## config.mk

```make
export PLATFORM = sky130hd
export DESIGN_NAME = iex_recognizer
export DESIGN_NICKNAME = d
export VERILOG_FILES = /design/src/inc/iex_pkg.sv /design/src/core/iex_sync.sv /design/src/core/iex_classify.sv /design/src/core/iex_recognizer.sv
export SDC_FILE = /design/constraint.sdc
export NUM_CORES = 1
export LEC_CHECK = 0
export BUFFER_PORTS_ARGS = -buffer_cell sky130_fd_sc_hd__clkbuf_2
export CAP_MARGIN = 5
export CORE_MARGIN = 2
export CORE_UTILIZATION = 30
export CTS_BUF_LIST = sky130_fd_sc_hd__clkbuf_16
export DETAILED_ROUTE_END_ITERATION = 12
export GPL_ROUTABILITY_DRIVEN = 0
export RECOVER_POWER = 50
export SYNTH_ARGS = -nofsm -noshare
export SYNTH_HDL_FRONTEND = slang
export SYNTH_SLANG_ARGS = --single-unit
```

## constraint.sdc

```tcl
create_clock -name clk -period 4.25 [get_ports clk]
set_input_delay 1.0625 -clock clk [delete_from_list [all_inputs] [get_ports clk]]
set_output_delay 1.0625 -clock clk [all_outputs]
set_load 0.005 [all_outputs]
```

## src/inc/iex_pkg.sv

```systemverilog
package iex_pkg;

  // register byte offsets on the slave bus
  localparam logic [3:0] IEX_OFS_VBASE = 4'h0;
  localparam logic [3:0] IEX_OFS_SWORD = 4'h4;
  localparam logic [3:0] IEX_OFS_STATE = 4'h8;
  localparam logic [3:0] IEX_OFS_LVEC  = 4'hc;

  // reset values
  localparam logic [31:0] IEX_RST_VBASE = 32'h0000_0000;
  localparam logic [15:0] IEX_RST_SWORD = 16'h2700;

  // status word field positions
  localparam int IEX_SW_TRACE_HIGH = 15;
  localparam int IEX_SW_TRACE_LOW  = 14;
  localparam int IEX_SW_SUPER      = 13;

  // trace control encodings
  localparam logic [1:0] IEX_TR_OFF  = 2'h0;
  localparam logic [1:0] IEX_TR_FLOW = 2'h1;
  localparam logic [1:0] IEX_TR_ALL  = 2'h2;

  // documented vector numbers
  localparam logic [7:0] IEX_VEC_PRIV   = 8'h08;
  localparam logic [7:0] IEX_VEC_ALINE  = 8'h0a;
  localparam logic [7:0] IEX_VEC_FLINE  = 8'h0b;
  localparam logic [7:0] IEX_VEC_HWBKPT = 8'h0c;
  localparam logic [7:0] IEX_VEC_FORMAT = 8'h0e;

  // opcodes and cpu space locations
  localparam logic [15:0] IEX_OP_RESERVED = 16'h4afc;
  localparam logic [15:0] IEX_OP_BKPT0    = 16'h4848;
  localparam logic [3:0]  IEX_LINE_A      = 4'ha;
  localparam logic [3:0]  IEX_LINE_F      = 4'hf;
  localparam logic [4:0]  IEX_CS_BKPT_ACK = 5'h1e;

  // execution outcome reported by the sequencer
  typedef enum logic [2:0] {
    IEX_CAUSE_NONE   = 3'b000,
    IEX_CAUSE_UNCOND = 3'b001,
    IEX_CAUSE_DIVZ   = 3'b010,
    IEX_CAUSE_BOUND  = 3'b011,
    IEX_CAUSE_COND   = 3'b100,
    IEX_CAUSE_FORMAT = 3'b101
  } iex_cause_t;

  typedef enum logic [2:0] {
    IEX_ST_IDLE = 3'b000,
    IEX_ST_BKRD = 3'b001,
    IEX_ST_EXEC = 3'b010,
    IEX_ST_EXC  = 3'b011,
    IEX_ST_ACK  = 3'b100
  } iex_state_t;

endpackage

```

## src/core/iex_sync.sv

```systemverilog
`timescale 1ns/1ps
`default_nettype none
module iex_sync #(
  parameter int W = 2
) (
  // clock and reset
  input  wire logic         clk,
  input  wire logic         sys_rst,
  // pin side and clean side
  input  wire logic [W-1:0] pin_in,
  output logic      [W-1:0] pin_sync
);

  logic [W-1:0] meta_ff;

  // two stages, the first read only by the second
  always_ff @(posedge clk)
  begin
    if (sys_rst)
    begin
      meta_ff  <= '0;
      pin_sync <= '0;
    end
    else
    begin
      meta_ff  <= pin_in;
      pin_sync <= meta_ff;
    end
  end

endmodule
`default_nettype wire

```

## src/core/iex_classify.sv

```systemverilog
`timescale 1ns/1ps
`default_nettype none
module iex_classify
  import iex_pkg::*;
(
  // instruction words from the decoder
  input  wire logic [15:0] op_word,
  input  wire logic [15:0] ext_word,
  input  wire logic        ext_is_index,
  input  wire logic        ext_is_ctrl,
  input  wire logic        no_match,
  input  wire logic        user_mode,
  // classification
  output logic             cls_illegal,
  output logic             cls_aline,
  output logic             cls_fline,
  output logic             cls_priv,
  output logic             cls_bkpt
);

  logic lp_halt;
  logic ctrl_move;
  logic ctrl_bad;
  logic idx_bad;
  logic sup_only;

  // low power halt sits in the f-line space but is a real instruction
  assign lp_halt   = (op_word == 16'hf800) && (ext_word == 16'h01c0);
  assign ctrl_move = (op_word[15:1] == 15'h273d);
  // only four control registers exist
  assign ctrl_bad  = ctrl_move && ext_is_ctrl &&
                     (ext_word[11:0] != 12'h000) &&
                     (ext_word[11:0] != 12'h001) &&
                     (ext_word[11:0] != 12'h800) &&
                     (ext_word[11:0] != 12'h801);
  assign idx_bad   = ext_is_index &&
                     ((ext_word[5:4] == 2'h0) || (ext_word[3:0] != 4'h0));

  assign cls_aline   = (op_word[15:12] == IEX_LINE_A); // RULE15
  assign cls_fline   = (op_word[15:12] == IEX_LINE_F) && !lp_halt; // RULE16
  assign cls_illegal = no_match || ctrl_bad || idx_bad || // RULE14
                       (op_word == IEX_OP_RESERVED); // RULE17
  assign cls_bkpt    = (op_word[15:3] == IEX_OP_BKPT0[15:3]); // RULE7

  // supervisor-only opcodes
  assign sup_only = (op_word == 16'h027c) || (op_word == 16'h0a7c) ||
                    (op_word == 16'h007c) || lp_halt ||
                    (op_word[15:6] == 10'h103) ||
                    (op_word[15:6] == 10'h11b) ||
                    (op_word[15:4] == 12'h4e6) || ctrl_move ||
                    ((op_word[15:8] == 8'h0e) && (op_word[7:6] != 2'h3)) ||
                    (op_word == 16'h4e70) || (op_word == 16'h4e73) ||
                    (op_word == 16'h4e72);
  assign cls_priv = user_mode && sup_only; // RULE19

endmodule
`default_nettype wire

```

## src/core/iex_recognizer.sv

```systemverilog
`timescale 1ns/1ps
`default_nettype none
// Overview of operation
// RULE1: unconditional trap always excepts, vector from opcode
// RULE2: conditional traps except only on error
// RULE3: divide by zero divisor excepts
// RULE4: trap exception first, trace exception after
// RULE5: trap frame holds vector, status, next pc
// RULE6: non-unconditional traps also stack instruction address
// RULE7: breakpoint opcodes read cpu space by number
// RULE8: fault means illegal; acknowledge substitutes word
// RULE9: hardware breakpoints held pending, tied ones later
// RULE10: acknowledge at boundaries, cpu space location 1e
// RULE11: normal end continues; fault starts exception
// RULE12: hardware breakpoint uses vector 12, six words
// RULE13: bad return frame uses vector 14
// RULE14: flag unmatched, bad control move, bad index
// RULE15: a-line words use vector 10
// RULE16: f-line words use vector 11
// RULE17: reserved opcode always illegal
// RULE18: illegal caught at decode, pc of instruction
// RULE19: user supervisor opcode gives vector 8
// RULE20: trace bits zero means no tracing
// RULE21: flow mode traces only changed flow
// RULE22: all mode traces completed instructions only
// RULE23: trace value 11 produces nothing
// RULE24: trace after instruction, frame with both pcs
// RULE25: vector address is base plus four times number
// RULE26: entry sets supervisor, clears trace bits
module iex_recognizer
  import iex_pkg::*;
#(
  parameter logic [7:0] VEC_ILLEGAL = 8'h04,
  parameter logic [7:0] VEC_DIVZ    = 8'h05,
  parameter logic [7:0] VEC_BOUND   = 8'h06,
  parameter logic [7:0] VEC_COND    = 8'h07,
  parameter logic [7:0] VEC_TRACE   = 8'h09,
  parameter logic [7:0] VEC_TRAP0   = 8'h20
) (
  // clock and reset
  input  wire logic        clk,
  input  wire logic        sys_rst,
  // avalon-mm slave
  input  wire logic [3:0]  avs_address,
  input  wire logic        avs_read,
  input  wire logic        avs_write,
  input  wire logic [31:0] avs_writedata,
  input  wire logic [3:0]  avs_byteenable,
  output logic      [31:0] avs_readdata,
  output logic             avs_waitrequest,
  // decoder: instruction start
  input  wire logic        instr_valid,
  output logic             instr_ready,
  input  wire logic [15:0] op_word,
  input  wire logic [15:0] ext_word,
  input  wire logic        ext_is_index,
  input  wire logic        ext_is_ctrl,
  input  wire logic        no_match,
  input  wire logic [31:0] instr_pc,
  input  wire logic [31:0] next_pc,
  // sequencer: execution outcome
  input  wire logic        exec_done,
  input  wire logic [2:0]  exec_cause,
  input  wire logic        exec_flow,
  input  wire logic        sw_load,
  input  wire logic [15:0] sw_load_data,
  // sequencer: exception request
  output logic             exc_req,
  input  wire logic        exc_done,
  output logic [7:0]       exc_vector,
  output logic [31:0]      exc_vec_addr,
  output logic [31:0]      exc_stk_pc,
  output logic [31:0]      exc_stk_fpc,
  output logic             exc_six_word,
  output logic [15:0]      exc_stk_sw,
  output logic [15:0]      status_word,
  // cpu space read
  output logic             cs_rd_req,
  output logic [4:0]       cs_rd_addr,
  input  wire logic        cs_ack,
  input  wire logic        cs_fault,
  input  wire logic [15:0] cs_rdata,
  // breakpoint substitute word
  output logic             repl_valid,
  output logic [15:0]      repl_word,
  // hardware breakpoint pins
  input  wire logic        hw_bkpt_req,
  input  wire logic        hw_bkpt_instr
);

  iex_state_t  state_ff;
  iex_state_t  nxt_state;
  logic [31:0] vbase_ff;
  logic [15:0] sw_ff;
  logic [7:0]  last_vec_ff;
  logic [1:0]  trace_mode_ff;
  logic        trace_pend_ff;
  logic        bkpt_pend_ff;
  logic        bkpt_tag_ff;
  logic [31:0] cur_pc_ff;
  logic [31:0] nxt_pc_ff;
  logic        ack_ff;
  logic [1:0]  pin_sync;
  logic        cls_illegal;
  logic        cls_aline;
  logic        cls_fline;
  logic        cls_priv;
  logic        cls_bkpt;
  logic        instr_go;
  logic        lau_en;
  logic [7:0]  lau_vec;
  logic [31:0] lau_pc;
  logic [31:0] lau_fpc;
  logic        lau_six;
  logic        trace_hit;
  logic [1:0]  sw_trace;
  iex_cause_t  cause;

  // breakpoint pins come from outside the clock domain
  iex_sync #(
    .W (2)
  ) u_sync (
    .clk      (clk),
    .sys_rst  (sys_rst),
    .pin_in   ({hw_bkpt_instr, hw_bkpt_req}),
    .pin_sync (pin_sync)
  );

  iex_classify u_class (
    .op_word      (op_word),
    .ext_word     (ext_word),
    .ext_is_index (ext_is_index),
    .ext_is_ctrl  (ext_is_ctrl),
    .no_match     (no_match),
    .user_mode    (!sw_ff[IEX_SW_SUPER]),
    .cls_illegal  (cls_illegal),
    .cls_aline    (cls_aline),
    .cls_fline    (cls_fline),
    .cls_priv     (cls_priv),
    .cls_bkpt     (cls_bkpt)
  );

  // new instructions wait while a breakpoint is pending
  assign instr_ready = (state_ff == IEX_ST_IDLE) && !bkpt_pend_ff; // RULE10
  assign instr_go    = instr_valid && instr_ready;
  assign sw_trace    = {sw_ff[IEX_SW_TRACE_HIGH], sw_ff[IEX_SW_TRACE_LOW]};
  assign cause       = iex_cause_t'(exec_cause);
  assign exc_req     = (state_ff == IEX_ST_EXC);
  assign cs_rd_req   = (state_ff == IEX_ST_BKRD) || (state_ff == IEX_ST_ACK);
  assign status_word = sw_ff;

  // trace decision from the mode latched at instruction start
  always_comb
  begin
    case (trace_mode_ff)
      IEX_TR_OFF:  trace_hit = 1'b0; // RULE20
      IEX_TR_FLOW: trace_hit = exec_flow; // RULE21
      IEX_TR_ALL:  trace_hit = 1'b1; // RULE22
      default:     trace_hit = 1'b0; // RULE23
    endcase
  end

  // exception launch and next state
  always_comb
  begin
    nxt_state = state_ff;
    lau_en    = 1'b0;
    lau_vec   = 8'h00;
    lau_pc    = instr_pc;
    lau_fpc   = cur_pc_ff;
    lau_six   = 1'b0;
    case (state_ff)
      IEX_ST_IDLE:
      begin
        if (bkpt_pend_ff)
          nxt_state = IEX_ST_ACK; // RULE10
        else if (instr_go)
        begin
          // decode-time exceptions: nothing executes, pc of this word
          lau_en    = cls_aline || cls_fline || cls_illegal || cls_priv;
          lau_pc    = instr_pc; // RULE18
          if (cls_aline)
            lau_vec = IEX_VEC_ALINE; // RULE15
          else if (cls_fline)
            lau_vec = IEX_VEC_FLINE; // RULE16
          else if (cls_illegal)
            lau_vec = VEC_ILLEGAL; // RULE14
          else
            lau_vec = IEX_VEC_PRIV; // RULE19
          if (lau_en)
            nxt_state = IEX_ST_EXC;
          else if (cls_bkpt)
            nxt_state = IEX_ST_BKRD; // RULE7
          else
            nxt_state = IEX_ST_EXEC;
        end
      end
      IEX_ST_BKRD:
      begin
        if (cs_fault)
        begin
          lau_en    = 1'b1; // RULE8
          lau_vec   = VEC_ILLEGAL;
          lau_pc    = cur_pc_ff;
          nxt_state = IEX_ST_EXC;
        end
        else if (cs_ack)
          nxt_state = IEX_ST_IDLE; // RULE8
      end
      IEX_ST_EXEC:
      begin
        if (exec_done)
        begin
          lau_pc  = nxt_pc_ff; // RULE5
          lau_six = 1'b1; // RULE6
          case (cause)
            IEX_CAUSE_UNCOND:
            begin
              lau_en  = 1'b1; // RULE1
              lau_six = 1'b0;
              lau_vec = VEC_TRAP0 + {4'h0, op_word[3:0]};
            end
            IEX_CAUSE_DIVZ:
            begin
              lau_en  = 1'b1; // RULE3
              lau_vec = VEC_DIVZ;
            end
            IEX_CAUSE_BOUND:
            begin
              lau_en  = 1'b1; // RULE2
              lau_vec = VEC_BOUND;
            end
            IEX_CAUSE_COND:
            begin
              lau_en  = 1'b1; // RULE2
              lau_vec = VEC_COND;
            end
            IEX_CAUSE_FORMAT:
            begin
              lau_en  = 1'b1; // RULE13
              lau_six = 1'b0;
              lau_pc  = cur_pc_ff;
              lau_vec = IEX_VEC_FORMAT;
            end
            default:
            begin
              // plain completion may still owe a trace
              lau_en  = trace_hit; // RULE24
              lau_vec = VEC_TRACE;
            end
          endcase
          nxt_state = lau_en ? IEX_ST_EXC : IEX_ST_IDLE;
        end
      end
      IEX_ST_EXC:
      begin
        if (exc_done)
        begin
          if (trace_pend_ff)
          begin
            // trap stacked first, its trace follows at once
            lau_en  = 1'b1; // RULE4
            lau_vec = VEC_TRACE;
            lau_pc  = nxt_pc_ff;
            lau_six = 1'b1;
          end
          else if (bkpt_pend_ff)
            nxt_state = IEX_ST_ACK; // RULE10
          else
            nxt_state = IEX_ST_IDLE;
        end
      end
      IEX_ST_ACK:
      begin
        if (cs_fault)
        begin
          lau_en    = 1'b1; // RULE11
          lau_vec   = IEX_VEC_HWBKPT; // RULE12
          lau_pc    = nxt_pc_ff;
          lau_six   = 1'b1;
          nxt_state = IEX_ST_EXC;
        end
        else if (cs_ack)
          nxt_state = IEX_ST_IDLE; // RULE11
      end
      default:
        nxt_state = IEX_ST_IDLE;
    endcase
  end

  always_ff @(posedge clk)
  begin
    if (sys_rst)
      state_ff <= IEX_ST_IDLE;
    else
      state_ff <= nxt_state;
  end

  // exception frame contents, held while the request stands
  always_ff @(posedge clk)
  begin
    if (sys_rst)
    begin
      exc_vector   <= 8'h00;
      exc_vec_addr <= 32'h0000_0000;
      exc_stk_pc   <= 32'h0000_0000;
      exc_stk_fpc  <= 32'h0000_0000;
      exc_six_word <= 1'b0;
      exc_stk_sw   <= 16'h0000;
      last_vec_ff  <= 8'h00;
    end
    else if (lau_en)
    begin
      exc_vector   <= lau_vec;
      exc_vec_addr <= vbase_ff + {22'h00_0000, lau_vec, 2'h0}; // RULE25
      exc_stk_pc   <= lau_pc;
      exc_stk_fpc  <= lau_fpc; // RULE6
      exc_six_word <= lau_six;
      exc_stk_sw   <= sw_ff; // RULE5
      last_vec_ff  <= lau_vec;
    end
  end

  // instruction context latched at instruction start only
  always_ff @(posedge clk)
  begin
    if (sys_rst)
    begin
      cur_pc_ff     <= 32'h0000_0000;
      nxt_pc_ff     <= 32'h0000_0000;
      trace_mode_ff <= IEX_TR_OFF;
      bkpt_tag_ff   <= 1'b0;
    end
    else if (instr_go)
    begin
      cur_pc_ff     <= instr_pc;
      nxt_pc_ff     <= next_pc;
      trace_mode_ff <= sw_trace; // RULE4
      bkpt_tag_ff   <= pin_sync[1]; // RULE9
    end
  end

  // trace owed after the trap frame; decode exceptions never owe one
  always_ff @(posedge clk)
  begin
    if (sys_rst)
      trace_pend_ff <= 1'b0;
    else if (state_ff == IEX_ST_EXEC && exec_done && lau_en &&
             cause != IEX_CAUSE_NONE)
      trace_pend_ff <= trace_hit && (cause != IEX_CAUSE_FORMAT); // RULE4
    else if (state_ff == IEX_ST_EXC && exc_done)
      trace_pend_ff <= 1'b0;
  end

  // pending breakpoint: a new request beats the acknowledge clear
  always_ff @(posedge clk)
  begin
    if (sys_rst)
      bkpt_pend_ff <= 1'b0;
    else if (pin_sync[0] || (state_ff == IEX_ST_EXEC && exec_done &&
             bkpt_tag_ff))
      bkpt_pend_ff <= 1'b1; // RULE9
    else if (state_ff == IEX_ST_ACK && (cs_ack || cs_fault))
      bkpt_pend_ff <= 1'b0; // RULE11
  end

  // cpu space address; acknowledge data is dropped
  always_ff @(posedge clk)
  begin
    if (sys_rst)
      cs_rd_addr <= 5'h00;
    else if (nxt_state == IEX_ST_ACK)
      cs_rd_addr <= IEX_CS_BKPT_ACK; // RULE10
    else if (instr_go)
      cs_rd_addr <= {op_word[2:0], 2'h0}; // RULE7
  end

  // breakpoint answer replaces the opcode in the pipe
  always_ff @(posedge clk)
  begin
    if (sys_rst)
    begin
      repl_valid <= 1'b0;
      repl_word  <= 16'h0000;
    end
    else
    begin
      repl_valid <= (state_ff == IEX_ST_BKRD) && cs_ack && !cs_fault;
      if (state_ff == IEX_ST_BKRD && cs_ack)
        repl_word <= cs_rdata; // RULE8
    end
  end

  // status word: entry forces supervisor and stops tracing
  always_ff @(posedge clk)
  begin
    if (sys_rst)
      sw_ff <= IEX_RST_SWORD;
    else if (lau_en)
    begin
      sw_ff[IEX_SW_SUPER]      <= 1'b1; // RULE26
      sw_ff[IEX_SW_TRACE_HIGH] <= 1'b0; // RULE26
      sw_ff[IEX_SW_TRACE_LOW]  <= 1'b0; // RULE26
    end
    else if (sw_load)
      sw_ff <= sw_load_data;
    else if (avs_write && ack_ff && avs_address == IEX_OFS_SWORD)
    begin
      if (avs_byteenable[0])
        sw_ff[7:0] <= avs_writedata[7:0];
      if (avs_byteenable[1])
        sw_ff[15:8] <= avs_writedata[15:8];
    end
  end

  // vector base: per-lane writes
  always_ff @(posedge clk)
  begin
    if (sys_rst)
      vbase_ff <= IEX_RST_VBASE;
    else if (avs_write && ack_ff && avs_address == IEX_OFS_VBASE)
    begin
      for (int i = 0; i < 4; i++)
        if (avs_byteenable[i])
          vbase_ff[8*i +: 8] <= avs_writedata[8*i +: 8];
    end
  end

  // one wait state per access so read data is registered
  assign avs_waitrequest = (avs_read || avs_write) && !ack_ff;

  always_ff @(posedge clk)
  begin
    if (sys_rst)
    begin
      ack_ff       <= 1'b0;
      avs_readdata <= 32'h0000_0000;
    end
    else
    begin
      ack_ff <= (avs_read || avs_write) && !ack_ff;
      case (avs_address)
        IEX_OFS_VBASE: avs_readdata <= vbase_ff;
        IEX_OFS_SWORD: avs_readdata <= {16'h0000, sw_ff};
        IEX_OFS_STATE: avs_readdata <= {24'h00_0000, trace_mode_ff,
                                        trace_pend_ff, bkpt_pend_ff,
                                        exc_req, state_ff};
        IEX_OFS_LVEC:  avs_readdata <= {24'h00_0000, last_vec_ff};
        default:       avs_readdata <= 32'h0000_0000; // unmapped
      endcase
    end
  end

endmodule
`default_nettype wire

```

==> run summary <==
CLOCK NETWORK
----------------------------------------------------------------------------
Maximum level of the CTS H-tree                                            2
Root buffer selected by CTS                                     sky130_fd_sc_hd__clkbuf_16
Number of setup buffers added after CTS                                    0
Number of clock sinks                                                    296
Clock buffer depth                                                         3
Clock-pin transition on the worst setup and hold timing paths        0.06 ns
TritonCTS buffer count                                                    36
CTS tree                                                                done
Worst-Skew Late Latency                                              0.54 ns

OUTCOME
----------------------------------------------------------------------------
Status                                                          complete, but fails checks
Violations in the final reports                                 capacitance limit, slew limit

GRT
----------------------------------------------------------------------------
Vias in the first global route                                         10700
Grt total ovfl                                                             0
Antenna violations before repair                                           2
Pin count of the biggest net entering global routing                      90
Wire length of the first global-routing pass                         62.2 mm
Global routing usage summed across all routing layers                  0.196

LAYOUT
----------------------------------------------------------------------------
Sequential cell area                                                5930 um2
Fraction of final layout cells sized beyond drive strength 1           0.245
Area added between synthesis and finish                                30.6%
Footprint of the multi-input gates                                  5290 um2
Post-layout net count                                                   1818
Fill cell total of the finished layout                                  3919

CRITICAL PATH
----------------------------------------------------------------------------
Startpoint kind of the worst setup timing path                     input pin
Critical setup path kind                                        input pin to flop
Capturing element type of the critical path                             flop
Most used cell, CP                                              sky130_fd_sc_hd__buf_4
Data arrival time of the critical path                               4.33 ns
Required time worst endpoint                                         4.68 ns
Crit-path max cell delay                                             0.43 ns
Cell-by-cell listing of the critical path                       clkbuf_2, nor4_1, nand2_1, or4_1, a31o_2, nand2_2, o221ai_1, ha_1, nor2b_1, o21ai_0, nand2b_1, a31oi_1, buf_4, nor4b_2, buf_4, nand4_1, xor2_1, a211oi_1
Largest fanout of any net on the critical path                             4
Slowest CP cell                                                 sky130_fd_sc_hd__or4_1

DETAILED ROUTING
----------------------------------------------------------------------------
Post-Route WL                                                        41.3 mm
Antenna violation net count after detailed routing                         0
Total vias in the final route                                          11000
DRT Pass-1 Iters                                                           5
Per-cell via count in the routed design                                 5.07
Routed wire per std cell                                             19.1 um
DRC violations left                                                        0
Iteration-0 DRC Markers                                                  746

STA
----------------------------------------------------------------------------
Setup Total Neg Slack                                                   0 ns
Actual slew at the worst max-slew pin                                2.14 ns
Worst slew margin relative to its limit                               -0.425
Total count of hold-check failures in the final report                     0
Share of the clock period used by the worst path after layout          0.919
Slack of the critical path                                          0.345 ns
Clock period minus worst slack                                       3.90 ns
Final setup viols                                                          0
Hold slack final                                                    0.452 ns
Maximum clock frequency                                              256 MHz
Clk_skew                                                           0.0224 ns
Count of final max-slew check failures                                   204

YOSYS
----------------------------------------------------------------------------
Synth warnings                                                             0
Number of instances in the synthesized netlist                          1238
Seq cells post-synth                                                     296
Top FF cell, synth                                              sky130_fd_sc_hd__dfxtp_1
Average size of a mapped cell                                       9.47 um2
Sequential fraction of the synthesis area                              0.506
Netlist cell types                                                        66
Post-Syn Area                                                      11700 um2
Share of synthesized registers carrying an async set or reset              0
EDFF count, synth                                                          0

DIE
----------------------------------------------------------------------------
Die width                                                             202 um
Vertical extent of the die                                            202 um
Cell Rows                                                                 72
Number of placed I/O pins                                                382
Starting density of the core                                           0.303
Placeable core area                                                38600 um2
Die ar.                                                            40700 um2

POWER
----------------------------------------------------------------------------
Highest ir drop seen on vdd                                       0.000257 V
Ratio of total power to cell area                                 498 nW/um2
Leakage power                                                        6.30 nW

PLACE
----------------------------------------------------------------------------
Count of buffers inserted at the top-level ports                         377
Worst slack at placement                                           -0.200 ns
Detailed Place HPWL                                                  29.2 mm

JOB
----------------------------------------------------------------------------
Max-capacitance violation count                                            4

HOLD PATH
----------------------------------------------------------------------------
Tightest Hold Check Type                                        flop to flop

## worst paths after layout
kind | from | end | slack, ns | cells past startpoint
worst min register to register | nxt_pc_ff[31]$_SDFFE_PP0P_ | nxt_pc_ff[31]$_SDFFE_PP0P_ | 0.45 | 2
worst max register to register | state_ff[1]$_SDFF_PP0_ | exc_vec_addr[30]$_SDFFE_PP0P_ | 0.39 | 19
worst min-delay path | nxt_pc_ff[31]$_SDFFE_PP0P_ | nxt_pc_ff[31]$_SDFFE_PP0P_ | 0.45 | 2
worst max-delay path | ext_word[5] | exc_vec_addr[30]$_SDFFE_PP0P_ | 0.35 | 18
## report_power, final
group	internal [mW]	leakage [nW]	total, mW	switching (mW)
Combinational	0.494	3.31	1.33	0.838
Sequential	3.02	2.41	3.20	0.182
Clock	1.87	0.592	3.09	1.21
## Yosys cell counts (all sizes together) (2+ instances only)
master     n  area [um2]
o31ai      3        27.5
a311oi    10        87.6
xor2      10        87.6
nor4b      4        60.1
a31oi      6        37.5
inv       11        41.3
nor3b      4        30.0
o211ai     2        15.0
clkbuf    61         229
and4       5        43.8
and2       3        18.8
nand2    214         806
a21o       2        15.0
a211oi     6        45.0
o21a       3        22.5
a222oi    36         360
nor3      12        60.1
buf       36         264
mux2       5        56.3
dfxtp    296        5930
or2        3        18.8
ha         7        87.6
mux2i     50         500
nor2b     15        93.8
o21ai     20         100
nor4       8        68.8
xnor2     20         175
and3      27         169
a21oi    114         571
o2bb2ai   38         333
nand4     12        90.1
or4        2        15.0
o31a       3        26.3
a22oi     13        97.6
nand2b     5        31.3
nand3     10        50.1
a22o      72         631
nor2      73         277
## per-layer routing
layer / vias up / track usage / share of wire / wire length (um)
li1: 5258 / - / - / -
met1: 5224 / 0.261 / 0.45 / 18500
met2: 403 / 0.299 / 0.44 / 18400
met3: 91 / 0.0515 / 0.070 / 2880
met4: 2 / 0.0867 / 0.038 / 1570
met5: - / 0 / 0.00029 / 12
## through the flow
step / area [um2] / cells / power [mW] / util
6_report: 15300 / 2166 / 7.63 / 0.396
5_1_grt: 15300 / 2166 / 7.98 / 0.396
4_1_cts: 15500 / 2165 / 7.74 / 0.400
3_5_place_dp: 14300 / 2103 / 4.62 / 0.370
3_3_place_gp: 14300 / 2103 / 4.59 / 0.370
2_1_floorplan: 11700 / 1241 / 3.99 / -
## cell type report
class                           count  share of cell area
Sequential cell                   296               0.387
Multi-Input combinational cell    837               0.346
Timing Repair Buffer              441               0.146
Clock buffer                       37              0.0605
Tap cell                          518              0.0423
Clock inverter                     25              0.0158
Inverter                           11             0.00270
Antenna cell                        1            0.000163
## flip-flops by register name (all words and copies together) (netlist names)
register,count
avs_readdata,32
cur_pc_ff,32
exc_stk_fpc,32
exc_stk_pc,32
exc_vec_addr,32
nxt_pc_ff,32
vbase_ff,32
exc_stk_sw,16
repl_word,16
status_word,16
last_vec_ff,5
cs_rd_addr,4
state_ff,3
trace_mode_ff,2
u_sync.meta_ff,2
u_sync.pin_sync,2
ack_ff,1
bkpt_pend_ff,1
bkpt_tag_ff,1
exc_six_word,1
repl_valid,1
trace_pend_ff,1
## layout by cell type (no fill, tap or decap), types with 11 or more instances in the layout
master,Yosys,final
sky130_fd_sc_hd__clkbuf_2,0,267
sky130_fd_sc_hd__nor2_1,72,72
sky130_fd_sc_hd__a22o_1,72,72
sky130_fd_sc_hd__o21ai_0,19,19
sky130_fd_sc_hd__buf_4,13,57
sky130_fd_sc_hd__nand4_1,11,11
sky130_fd_sc_hd__a222oi_1,36,36
sky130_fd_sc_hd__clkbuf_16,0,37
sky130_fd_sc_hd__a21oi_1,114,114
sky130_fd_sc_hd__inv_1,10,15
sky130_fd_sc_hd__nor3_1,12,12
sky130_fd_sc_hd__nand2_1,213,211
sky130_fd_sc_hd__and3_1,27,27
sky130_fd_sc_hd__xnor2_1,20,20
sky130_fd_sc_hd__o2bb2ai_1,38,38
sky130_fd_sc_hd__nor2b_1,15,15
sky130_fd_sc_hd__dfxtp_1,296,296
sky130_fd_sc_hd__a22oi_1,13,13
sky130_fd_sc_hd__mux2i_1,50,50
sky130_fd_sc_hd__clkbuf_1,61,113
## logic make-up after synthesis
group	Yosys count	share of synthesized area
XOR/XNOR	30	0.0224
flip-flops	296	0.506
other	1	0.000320
AND/OR/NAND/NOR	400	0.158
buffers and inverters	108	0.0456
multiplexers	55	0.0475
adder cells (fa/ha/maj)	8	0.00918
AO/OA/AOI/OAI	340	0.211
## worst max-delay path: cells and delay by family
| family | cells | cell delay [ns] |
|---|---|---|
| fa+ha+maj | 1 | 0.33 |
| simple gates | 8 | 1.52 |
| xor+xnor | 1 | 0.16 |
| buf+inv | 3 | 0.43 |
| compound gates | 5 | 0.83 |
## timing repair
action,in CTS,in global routing
resized for setup,0,1
hold buffers,0,0
setup endpoints to repair,0,4
endpoints found under the hold margin,0,0
(Power assumes the default switching activity.)
